===== src/rtl/server_map.vh =====
`ifndef SERVER_MAP_VH
`define SERVER_MAP_VH
// Register byte addresses
`define REG_STATUS_WORD   8'h00
`define REG_SELECT_MASK   8'h04
`define REG_ENGINE_STATUS 8'h08
`define REG_CB_BASE       8'h40
`define REG_CB_LAST       8'hbc
// Status word fields
`define SW_SERVER_EN      0
`define SW_GLOBAL_EN      1
`define SW_STACK_EXT      2
`define SW_FLAGS_LO       4
`define SW_FLAGS_HI       7
`define SW_RESET          8'h00
`define SEL_RESET         8'h00
// Control block word indices (16-bit words)
`define CB_CTL            2'd0
`define CB_SRC            2'd1
`define CB_DST            2'd2
`define CB_CNT            2'd3
`define CB_CNT_BYTE_OFS   6
// Control word fields
`define CTL_MODE_HI       7
`define CTL_MODE_LO       5
`define CTL_DST_INC       0
`define CTL_SRC_INC       1
`define CTL_SRC_KEEP      3
// Mode codes
`define MODE_BLOCK        3'b000
`define MODE_OUT_EVENT    3'b001
`define MODE_IN_CAPTURE   3'b011
`define MODE_SINGLE       3'b100
`define MODE_SCAN         3'b110
// Instruction codes on the CPU instruction port
`define OP_OTHER          2'b00
`define OP_SERVER_ENABLE  2'b01
`define OP_SERVER_DISABLE 2'b10
// Timing
`define CLK_PERIOD_NS     5
`define STATE_TIME_NS     5
`define RESP_INT_ST       11
`define RESP_EXT_ST       13
`define SAMPLE_ST         4
`define LONGEST_INSTR_ST  39
`define MAX_LATENCY_ST    56
`define RESP_INT_CYC      ((`RESP_INT_ST * `STATE_TIME_NS) / `CLK_PERIOD_NS)
`define RESP_EXT_CYC      ((`RESP_EXT_ST * `STATE_TIME_NS) / `CLK_PERIOD_NS)
`endif


===== src/rtl/control_block_ram.v =====
`timescale 1ns/1ps
// Control blocks of all sources, registered read
module control_block_ram (
  // Clock
  input  wire        hclk,
  // Port
  input  wire        we,
  input  wire [4:0]  addr,
  input  wire [15:0] wdata,
  output reg  [15:0] rdata
);
  reg [15:0] mem [0:31];

  always @(posedge hclk) begin
    if (we) begin
      mem[addr] <= wdata;
    end
    rdata <= mem[addr];
  end
endmodule // control_block_ram


===== src/rtl/source_pointer_calc.v =====
`timescale 1ns/1ps
`include "server_map.vh"
// Source pointer after one transfer and at the end of a service cycle
module source_pointer_calc (
  // Inputs
  input  wire [7:0]  ctl,
  input  wire [15:0] src,
  input  wire [15:0] src_orig,
  // Results
  output reg  [15:0] src_step,
  output reg  [15:0] src_end
);
  wire [2:0]  mode = ctl[`CTL_MODE_HI:`CTL_MODE_LO];
  wire [15:0] inc  = src + 16'h0001;

  always @* begin
    src_step = src;
    src_end  = src;
    case (mode)
      `MODE_SINGLE: begin
        if (ctl[`CTL_SRC_INC] && ctl[`CTL_SRC_KEEP]) begin
          src_end = inc;
        end
      end
      `MODE_BLOCK: begin
        if (ctl[`CTL_SRC_INC]) begin
          src_step = inc;
        end
        if (!ctl[`CTL_SRC_KEEP]) begin
          src_end = src_orig;
        end
      end
      `MODE_OUT_EVENT: begin
        if (ctl[`CTL_SRC_KEEP]) begin
          src_end = inc;
        end
      end
      `MODE_IN_CAPTURE, `MODE_SCAN: begin
        src_end = src;
      end
      default: begin
        src_end = src;
      end
    endcase
  end
endmodule // source_pointer_calc


===== src/rtl/interrupt_transfer_server.v =====
`timescale 1ns/1ps
`include "server_map.vh"
module interrupt_transfer_server (
  // Clock and reset
  input  wire        hclk,
  input  wire        hresetn,
  // AHB-Lite slave
  input  wire        hsel,
  input  wire [7:0]  haddr,
  input  wire [1:0]  htrans,
  input  wire        hwrite,
  input  wire [2:0]  hsize,
  input  wire        hready,
  input  wire [31:0] hwdata,
  output wire [31:0] hrdata,
  output wire        hreadyout,
  output wire        hresp,
  // Interrupt sources
  input  wire [7:0]  irq_req,
  // CPU instruction stream
  input  wire        instr_done,
  input  wire [1:0]  instr_op,
  // Standard vector call to the CPU
  output reg         vector_call_q,
  output reg  [2:0]  vector_id_q,
  // Data memory port, read data one cycle after read strobe
  output reg         dmem_re_q,
  output reg         dmem_we_q,
  output reg  [15:0] dmem_addr_q,
  output reg  [15:0] dmem_wdata_q,
  input  wire [15:0] dmem_rdata
);
  localparam [3:0] S_IDLE = 4'd0;
  localparam [3:0] S_CTL  = 4'd1;
  localparam [3:0] S_SRC  = 4'd2;
  localparam [3:0] S_DST  = 4'd3;
  localparam [3:0] S_CNT  = 4'd4;
  localparam [3:0] S_LD   = 4'd5;
  localparam [3:0] S_RD   = 4'd6;
  localparam [3:0] S_RW   = 4'd7;
  localparam [3:0] S_WR   = 4'd8;
  localparam [3:0] S_NX   = 4'd9;
  localparam [3:0] S_WB   = 4'd10;
  localparam [3:0] S_WC   = 4'd11;
  localparam [3:0] S_WN   = 4'd12;
  localparam [3:0] S_STD  = 4'd13;

  // Lowest numbered pending source wins
  function [2:0] first_set;
    input [7:0] v;
    integer i;
    begin
      first_set = 3'd0;
      for (i = 7; i >= 0; i = i - 1) begin
        if (v[i]) begin
          first_set = i[2:0];
        end
      end
    end
  endfunction

  reg  [7:0]  status_q;
  reg  [7:0]  select_q;
  reg  [7:0]  pend_q;
  reg         inhibit_q;
  reg  [3:0]  state_q;
  reg  [2:0]  id_q;
  reg  [7:0]  ctl_q;
  reg  [15:0] src_q;
  reg  [15:0] org_q;
  reg  [15:0] dst_q;
  reg  [15:0] cnt_q;
  reg  [4:0]  resp_q;
  reg         dp_act_q;
  reg         dp_wr_q;
  reg         dp_mem_q;
  reg         dp_done_q;
  reg  [7:0]  dp_addr_q;
  reg  [31:0] rd_q;
  reg  [7:0]  clr;
  reg  [1:0]  cb_word;
  reg         cb_we;
  reg  [15:0] cb_wdata;

  wire [15:0] cb_rdata;
  wire [15:0] src_step;
  wire [15:0] src_end;
  wire        busy    = (state_q != S_IDLE);
  wire [2:0]  mode    = ctl_q[`CTL_MODE_HI:`CTL_MODE_LO];
  wire        is_blk  = (mode == `MODE_BLOCK);
  wire        addr_ok = hsel && hready && htrans[1];
  wire        a_mem   = (haddr >= `REG_CB_BASE) && (haddr <= `REG_CB_LAST);
  wire        bus_go  = dp_act_q && dp_mem_q && !dp_done_q && !busy;
  wire [7:0]  pend_d  = (pend_q & ~clr) | irq_req;
  wire [2:0]  pick    = first_set(pend_q);
  // Acknowledge gated by global enable and the post-instruction window
  wire        ack_ok  = status_q[`SW_GLOBAL_EN] && !inhibit_q;
  wire        start   = !busy && (pend_q != 8'h00) && ack_ok &&
                        !(dp_act_q && dp_mem_q && !dp_done_q);
  wire        to_srv  = status_q[`SW_SERVER_EN] && select_q[pick];
  wire [31:0] resp_int = `RESP_INT_CYC;
  wire [31:0] resp_ext = `RESP_EXT_CYC;
  wire [4:0]  resp_n  = status_q[`SW_STACK_EXT] ? resp_ext[4:0] : resp_int[4:0];
  // Bus words are numbered from the first control block, as the engine numbers them
  wire [7:0]  cb_ofs  = dp_addr_q - `REG_CB_BASE;
  wire [4:0]  cb_addr = busy ? {id_q, cb_word} : cb_ofs[6:2];

  assign hresp     = 1'b0;
  assign hreadyout = !(dp_act_q && dp_mem_q && !dp_done_q);
  assign hrdata    = dp_mem_q ? {16'h0000, cb_rdata} : rd_q;

  control_block_ram u_cb (
    .hclk  (hclk),
    .we    (cb_we),
    .addr  (cb_addr),
    .wdata (cb_wdata),
    .rdata (cb_rdata)
  );

  source_pointer_calc u_ptr (
    .ctl      (ctl_q),
    .src      (src_q),
    .src_orig (org_q),
    .src_step (src_step),
    .src_end  (src_end)
  );

  // Control block port: engine owns it for a whole service cycle
  always @* begin
    cb_word  = `CB_CTL;
    cb_we    = 1'b0;
    cb_wdata = hwdata[15:0];
    case (state_q)
      S_IDLE: begin
        cb_we = bus_go && dp_wr_q;
      end
      // Read is registered: the word addressed here is captured in the next state
      S_SRC: begin
        cb_word = `CB_SRC;
      end
      S_DST: begin
        cb_word = `CB_DST;
      end
      S_CNT: begin
        cb_word = `CB_CNT;
      end
      S_WB: begin
        cb_word  = `CB_SRC;
        cb_we    = 1'b1;
        cb_wdata = src_q;
      end
      S_WC: begin
        cb_word  = `CB_DST;
        cb_we    = 1'b1;
        cb_wdata = dst_q;
      end
      S_WN: begin
        cb_word  = `CB_CNT;
        cb_we    = 1'b1;
        cb_wdata = cnt_q;
      end
      default: begin
        cb_word = `CB_CTL;
      end
    endcase
  end

  always @* begin
    clr = 8'h00;
    if (start) begin
      clr[pick] = 1'b1;
    end
  end

  // Bus data phase and register file
  always @(posedge hclk or negedge hresetn) begin
    if (!hresetn) begin
      dp_act_q  <= 1'b0;
      dp_wr_q   <= 1'b0;
      dp_mem_q  <= 1'b0;
      dp_done_q <= 1'b0;
      dp_addr_q <= 8'h00;
      rd_q      <= 32'h00000000;
      status_q  <= `SW_RESET;
      select_q  <= `SEL_RESET;
      inhibit_q <= 1'b0;
    end else begin
      if (bus_go) begin
        dp_done_q <= 1'b1;
      end
      if (hreadyout) begin
        dp_act_q  <= addr_ok;
        dp_wr_q   <= hwrite;
        dp_mem_q  <= addr_ok && a_mem;
        dp_done_q <= 1'b0;
        dp_addr_q <= haddr;
        case (haddr)
          `REG_STATUS_WORD:   rd_q <= {24'h000000, status_q};
          `REG_SELECT_MASK:   rd_q <= {24'h000000, select_q};
          `REG_ENGINE_STATUS: rd_q <= {16'h0000, pend_q, 3'b000, inhibit_q,
                                       state_q};
          default:            rd_q <= 32'h00000000;
        endcase
      end
      if (dp_act_q && dp_wr_q && !dp_mem_q) begin
        case (dp_addr_q)
          `REG_STATUS_WORD: status_q <= hwdata[7:0];
          `REG_SELECT_MASK: select_q <= hwdata[7:0];
          default:          select_q <= select_q;
        endcase
      end
      if (instr_done) begin
        case (instr_op)
          `OP_SERVER_ENABLE: begin
            status_q[`SW_SERVER_EN] <= 1'b1;
            inhibit_q               <= 1'b1;
          end
          `OP_SERVER_DISABLE: begin
            status_q[`SW_SERVER_EN] <= 1'b0;
            inhibit_q               <= 1'b1;
          end
          default: begin
            inhibit_q <= 1'b0;
          end
        endcase
      end
    end
  end

  // Service engine
  always @(posedge hclk or negedge hresetn) begin
    if (!hresetn) begin
      state_q       <= S_IDLE;
      pend_q        <= 8'h00;
      id_q          <= 3'd0;
      ctl_q         <= 8'h00;
      src_q         <= 16'h0000;
      org_q         <= 16'h0000;
      dst_q         <= 16'h0000;
      cnt_q         <= 16'h0000;
      resp_q        <= 5'd0;
      vector_call_q <= 1'b0;
      vector_id_q   <= 3'd0;
      dmem_re_q     <= 1'b0;
      dmem_we_q     <= 1'b0;
      dmem_addr_q   <= 16'h0000;
      dmem_wdata_q  <= 16'h0000;
    end else begin
      pend_q        <= pend_d;
      vector_call_q <= 1'b0;
      dmem_re_q     <= 1'b0;
      dmem_we_q     <= 1'b0;
      case (state_q)
        S_IDLE: begin
          if (start) begin
            id_q   <= pick;
            resp_q <= resp_n;
            state_q <= to_srv ? S_CTL : S_STD;
          end
        end
        S_STD: begin
          if (resp_q <= 5'd1) begin
            vector_call_q <= 1'b1;
            vector_id_q   <= id_q;
            state_q       <= S_IDLE;
          end else begin
            resp_q <= resp_q - 5'd1;
          end
        end
        S_CTL: begin
          state_q <= S_SRC;
        end
        S_SRC: begin
          ctl_q   <= cb_rdata[7:0];
          state_q <= S_DST;
        end
        S_DST: begin
          src_q   <= cb_rdata;
          org_q   <= cb_rdata;
          state_q <= S_CNT;
        end
        S_CNT: begin
          dst_q   <= cb_rdata;
          state_q <= S_LD;
        end
        S_LD: begin
          cnt_q <= cb_rdata;
          if (is_blk && (cb_rdata == 16'h0000)) begin
            state_q <= S_WB;
          end else begin
            state_q <= S_RD;
          end
        end
        S_RD: begin
          dmem_re_q   <= 1'b1;
          dmem_addr_q <= src_q;
          state_q     <= S_RW;
        end
        S_RW: begin
          state_q <= S_WR;
        end
        S_WR: begin
          dmem_we_q    <= 1'b1;
          dmem_addr_q  <= dst_q;
          dmem_wdata_q <= dmem_rdata;
          if (is_blk) begin
            src_q <= src_step;
            cnt_q <= cnt_q - 16'h0001;
            if (ctl_q[`CTL_DST_INC]) begin
              dst_q <= dst_q + 16'h0001;
            end
          end
          state_q <= S_NX;
        end
        S_NX: begin
          if (is_blk && (cnt_q != 16'h0000)) begin
            state_q <= S_RD;
          end else begin
            src_q   <= src_end;
            state_q <= S_WB;
          end
        end
        S_WB: begin
          state_q <= S_WC;
        end
        S_WC: begin
          state_q <= S_WN;
        end
        S_WN: begin
          state_q <= S_IDLE;
        end
        default: begin
          state_q <= S_IDLE;
        end
      endcase
    end
  end
endmodule // interrupt_transfer_server


===== config.mk =====
export PLATFORM = sky130hd
export DESIGN_NAME = interrupt_transfer_server
export DESIGN_NICKNAME = d
export VERILOG_FILES = /design/src/rtl/control_block_ram.v /design/src/rtl/source_pointer_calc.v /design/src/rtl/interrupt_transfer_server.v
export VERILOG_INCLUDE_DIRS = /design/src /design/src/rtl
export SDC_FILE = /design/constraint.sdc
export NUM_CORES = 1
export LEC_CHECK = 0
export BUFFER_PORTS_ARGS = -buffer_cell sky130_fd_sc_hd__buf_2
export CAP_MARGIN = 30
export CORE_MARGIN = 8
export CORE_UTILIZATION = 50
export DETAILED_ROUTE_END_ITERATION = 7
export GPL_ROUTABILITY_DRIVEN = 0
export PLACE_DENSITY = 0.7
export REMOVE_ABC_BUFFERS = 1
export SYNTH_ARGS = -nofsm -noshare
export SYNTH_HDL_FRONTEND = slang
export SYNTH_SLANG_ARGS = --single-unit

===== constraint.sdc =====
create_clock -name hclk -period 3.72 [get_ports hclk]
set_clock_uncertainty 0.2 [all_clocks]
set_input_delay 0.558 -clock hclk [delete_from_list [all_inputs] [get_ports hclk]]
set_output_delay 0.558 -clock hclk [all_outputs]
set_load 0.005 [all_outputs]

# Yosys cells after proc, flatten, opt, wreduce, memory -nomap -nowiden
# Memories as Yosys holds them, arrays and structs flattened. A register that Yosys moved wholly into a read port is not among the register bits.
# Index checks and enable logic that the tools add are counted.
# classes
addsub	5
magnitude_cmp	5
n_eq_ne	32
n_mux	56
bitwise	3
n_reduce_logical	51
# op_table
op	count
case mux 16 bit (3 select lines)	4
2-to-1 mux 16 bit	9
case mux 16 bit (2 select lines)	3
case mux 4 bit (13 select lines)	1
adder 16 x 1 -> 16 bit, second input constant	2
2-to-1 mux 32 bit	1
2-to-1 mux 3 bit	9
== test 4 bit, second input constant	6
2-to-1 mux 4 bit	5
logical AND 1 bit	19
== test 4 x 3 -> 1 bit, second input constant	4
== test 8 x 3 -> 1 bit, second input constant	2
zero test 16 bit	1
zero test 8 bit	2
!= test 2 bit, second input constant	8
nonzero test 16 bit	1
subtractor 16 x 1 -> 16 bit, second input constant	1
2-to-1 mux 5 bit	3
2-to-1 mux 1 bit	14
AND reduction 2 bit	6
case mux 5 bit (2 select lines)	1
AND 8 bit	1
== test 4 x 2 -> 1 bit, second input constant	2
== test 8 x 4 -> 1 bit, second input constant	1
33 further kinds	46
# totals
register_bits	191
ramBits	512
input_bits	77
wordCells	178
mem_count	1
# mem_list
name	words	word_bits	read_ports	rd_clocked_by_memory_dff	write_ports	line_no	rtl
u_cb.mem	32	16	1	1	1	control_block_ram.v:12	reg [15:0] mem [0:31];

# Logic depth before layout (Yosys ltp)
# depth
word_depth	16
depth_mapped	10
depth_no_buf	9

# Hierarchy
# A second synthesis with hierarchy kept.
# hier_totals
hier_cells	2284
area_unflattened_um2	30630.6
# by_module_without_submodules
module	n_inst	cells_per_inst	area_each_um2	seq_area_each_um2
control_block_ram	1	1086	20059.2	15695.1
interrupt_transfer_server	1	954	8992.4	4379.2
source_pointer_calc	1	244	1579.0	0.0

# Worst setup path after synthesis
# No wires, ideal clock.
# synth_timing
path_type	flip-flop to flip-flop
startpoint	reg state_q[3]
endpoint	mem u_cb.mem[10][0] (enable)
setup_ns	0.430
arrival_ns	3.505
t_required_ns	3.090
setup_slack_ns	-0.416
stages_incl_launch_ff	9
n_path_buf	3
period_less_slack_ns	4.136
path_cell_list	dfrtp_1 buf_2 inv_1 a21oi_1 o31ai_1 clkbuf_1 clkbuf_1 nand2_1 nor4_1
# synth_between
elab_chain_cells	7
elab_cells_between_ends	20
# synth_rtl
item	line_no	rtl
from (decl)	interrupt_transfer_server.v:66	reg [3:0] state_q;
from (signal assigned)	interrupt_transfer_server.v:258	state_q <= to_srv ? S_CTL : S_STD;
nonzero test 4 bit	interrupt_transfer_server.v:88	wire busy = (state_q != S_IDLE);
zero test 1 bit	interrupt_transfer_server.v:93	wire bus_go = dp_act_q && dp_mem_q && !dp_done_q && !busy;
logical AND 1 bit	interrupt_transfer_server.v:93	
logical AND 1 bit	interrupt_transfer_server.v:135	cb_we = bus_go && dp_wr_q;
case mux 1 bit (2 select lines)	interrupt_transfer_server.v:133	case (state_q)
2-to-1 mux 1 bit	control_block_ram.v:15	if (we) begin
2-to-1 mux 1 bit (implied by the code)	control_block_ram.v:16	mem[addr] <= wdata;
to (decl)	control_block_ram.v:12	
# Parallel ways exist; a longest one is shown, timed or not.

# Worst setup path in the final report
# layout_timing
startpoint	reg state_q[3]
endpoint	mem u_cb.mem[19][6] (enable)
# The elaborated chain is that of the path after synthesis.

==> metrics.cfg <==
[synthesis]
yosys_register_bits=701
yosys.cell_count.top_type=edfxtp_1
yosysSeqAreaShare_pct=69.7
syn_inst=1844
yosysUniqueCellTypes=62
postSynthAreaPerCell_sq_um=15.6
synth_top_area_share_pct=53.5
synth-async-reset-ratio_pct=24.7
ys.warnings.count=0
synth_area_leader_cell=edfxtp_1
synth_edf_count=512
syn_area_sq_um=28700
synth_flop_cell=edfxtp_1
synth_commonest_cells=512 x edfxtp_1, 209 x nand2_1, 173 x dfrtp_1
synth_area_leaders=edfxtp_1 54%, dfrtp_1 15%, mux4_2 10%, nand2_1 2.7%, mux2_2 2.2%

[floorplanning]
initial_core_util_pct=50.2
coreArea_sq_um=57300
ioPinCount=149
fp.dieH_um=256
std_cell_rows=88
fp.dieArea_sq_um=65400
die_x_um=256

[placement]
hpwl_um=46000
placement.cell_area_sq_um=30900
io_buffers=111

[clock_tree]
cts_buffer_depth=3
post_cts_buffers=0
cts_tree=built
cts.clk_slew.worst_paths_ns=0.06
clk_latency_ns=0.62
htreeDepth=3
post_cts_resized=0
cts_made_buffers=71
hold_buffers=31
ctsRootBufferMaster=clkbuf_16
cts.sinks=701

[setup_path]
crit_path_start_kind=register
worstPathMaxFanout=16
cp_data_required_time_ns=3.80
endpoint_kind=register
r2r_start=state_q[3]$_DFFE_PN0P_
startpoint=state_q[3]$_DFFE_PN0P_
criticalPathCategory=reg2reg
arrival_ns=3.42

[detailed_routing]
first_iter_violations=2010
drt_wl_total_um=72700
postRouteAntennaNets=0
via_per_inst=6.17
vias=17800
post_drt_wl_per_cell_um=25.1
drcViolationCount=0
dr.pass1.iters=7

[global_route]
grt_max_degree=89
grt_use_total_pct=22.0
grt_pass1_wl_um=112000
antenna_found_initial=1
grt-ovfl-total=0
grt_pass1_vias=18000

[pwr]
p_leak_nw=12.0
power.density_nw_per_um2=766
irDropWorstVdd_mv=0.489

[job]
maxCapViolCount=0

[sta]
setup_violations=0
slew_headroom_pct=30.6
finalCriticalPeriod_ns=3.33
clock.fmax_ghz=0.300
final-max-slew-violation-count=0
rsz0062_at_grt=false
finalHoldViolations=0
finalCritPeriodShare_pct=89.6
worst-slew-pin-transition_ns=1.04

[min_path]
hp-start=haddr[5]
hold_class=in2reg

[cells_and_area]
n_antenna_cell=0
final_nets=2155
drive_gt1_share_pct=26.6
stdcell_area_sq_um=33600
post-route-util_pct=58.7
area_growth_pct=16.9

[run_status]
outcome=finished, final reports clean

==> where the power goes <==
group / internal [mW] / leakage, nW / switching (mW)
clock: 4.12 / 1.16 / 3.01
sequential: 9.63 / 6.88 / 1.17
combinational: 3.39 / 3.96 / 4.41
total: 17.1 / 12.0 / 8.58
==> logic make-up after synthesis <==
| logic type | synth area share (%) |
|---|---|
| adders and majority gates | 0.305 |
| DFF | 69.7 |
| buffers and inverters | 2.17 |
| and+or+nand+nor | 7.44 |
| other | 0.0131 |
| xor gates and xnor gates | 0.0915 |
| muxes | 12.7 |
| AOI/OAI and AO/OA | 7.58 |
==> critical path: stages (launching register included) <==
cell and delay, ns:
dfrtp_1 0.54, or4_1 0.75, o21ai_0 0.16, o21ai_0 0.20, nor2_1 0.28, buf_4 0.24, nand2b_1 0.14, nor2_1 0.17
buf_4 0.32
==> stage by stage <==
stage / cells / hold slack (ns) / worst slack [ns] / total power [mW] / TNS, ns
after floorplan: 1746 / 0.0624 / -18.86 / 14.9 / -6485.83
after global placement: 2729 / 0.248 / 0.545 / 18.4 / 0
after detailed placement: 2730 / 0.260 / 0.474 / 18.7 / 0
after CTS: 2890 / 0.00510 / 0.436 / 25.8 / 0
after global routing: 2892 / 0.0232 / 0.308 / 26.9 / 0
final: 2892 / 0.0418 / 0.386 / 25.7 / 0
==> layout by cell type (no fill, tap or decap), types with 22 or more instances in the layout <==
master | netlist | layout
buf_4 | 17 | 99
o21ai_0 | 61 | 61
buf_2 | 16 | 111
nor3_1 | 37 | 24
inv_1 | 23 | 22
nand4_1 | 22 | 22
nor2_1 | 87 | 87
nand3_1 | 26 | 26
edfxtp_1 | 512 | 512
a21oi_1 | 63 | 63
nand2_1 | 209 | 209
clkbuf_16 | 0 | 72
dfrtp_1 | 173 | 173
a22oi_1 | 77 | 76
a222oi_1 | 23 | 23
mux4_2 | 128 | 128
o21ai_1 | 23 | 23
dlygate4sd3_1 | 0 | 31
mux2_2 | 56 | 56
==> layout make-up <==
| type | instances | area, sq um |
|---|---|---|
| Fill cell | 4288 | 23700 |
| Sequential cell | 701 | 20000 |
| Multi-Input combinational cell | 1021 | 8350 |
| Clock buffer | 91 | 1970 |
| Timing Repair Buffer | 252 | 1820 |
| Tap cell | 765 | 957 |
| Clock inverter | 38 | 377 |
| Inverter | 24 | 90.1 |
==> sequential cells by signal, indices dropped and copies added (netlist names), 16 cells and up <==
signal        flops
src_q            16
rd_q             16
cnt_q            16
dmem_addr_q      16
org_q            16
u_cb.rdata       16
u_cb.mem        512
dst_q            16
dmem_wdata_q     16
==> final timing paths <==
kind	endpoint	slack (ns)	cells after the start
worst max-delay path	u_cb.mem[19][6]$_DFFE_PP_	0.39	8
worst min-delay path	dp_addr_q[5]$_DFFE_PN0N_	0.04	3
worst max register to register	u_cb.mem[19][6]$_DFFE_PP_	0.39	8
worst min register to register	dmem_wdata_q[7]$_DFFE_PN0P_	0.27	2
max in group asynchronous	src_q[12]$_DFFE_PN0P_	2.07	3
min in group asynchronous	dmem_addr_q[11]$_DFFE_PN0P_	0.38	2
==> per-layer routing <==
layer,wire (um),global-route usage (%),part of all wire [%],vias to the layer above
met5,13,0,0.018,-
met4,2280,7.22,3.1,2
met3,5670,4.27,7.8,151
met2,35400,35.7,49,844
met1,29300,29.9,40,9137
li1,-,-,-,7700
(Power assumes the default switching activity.)
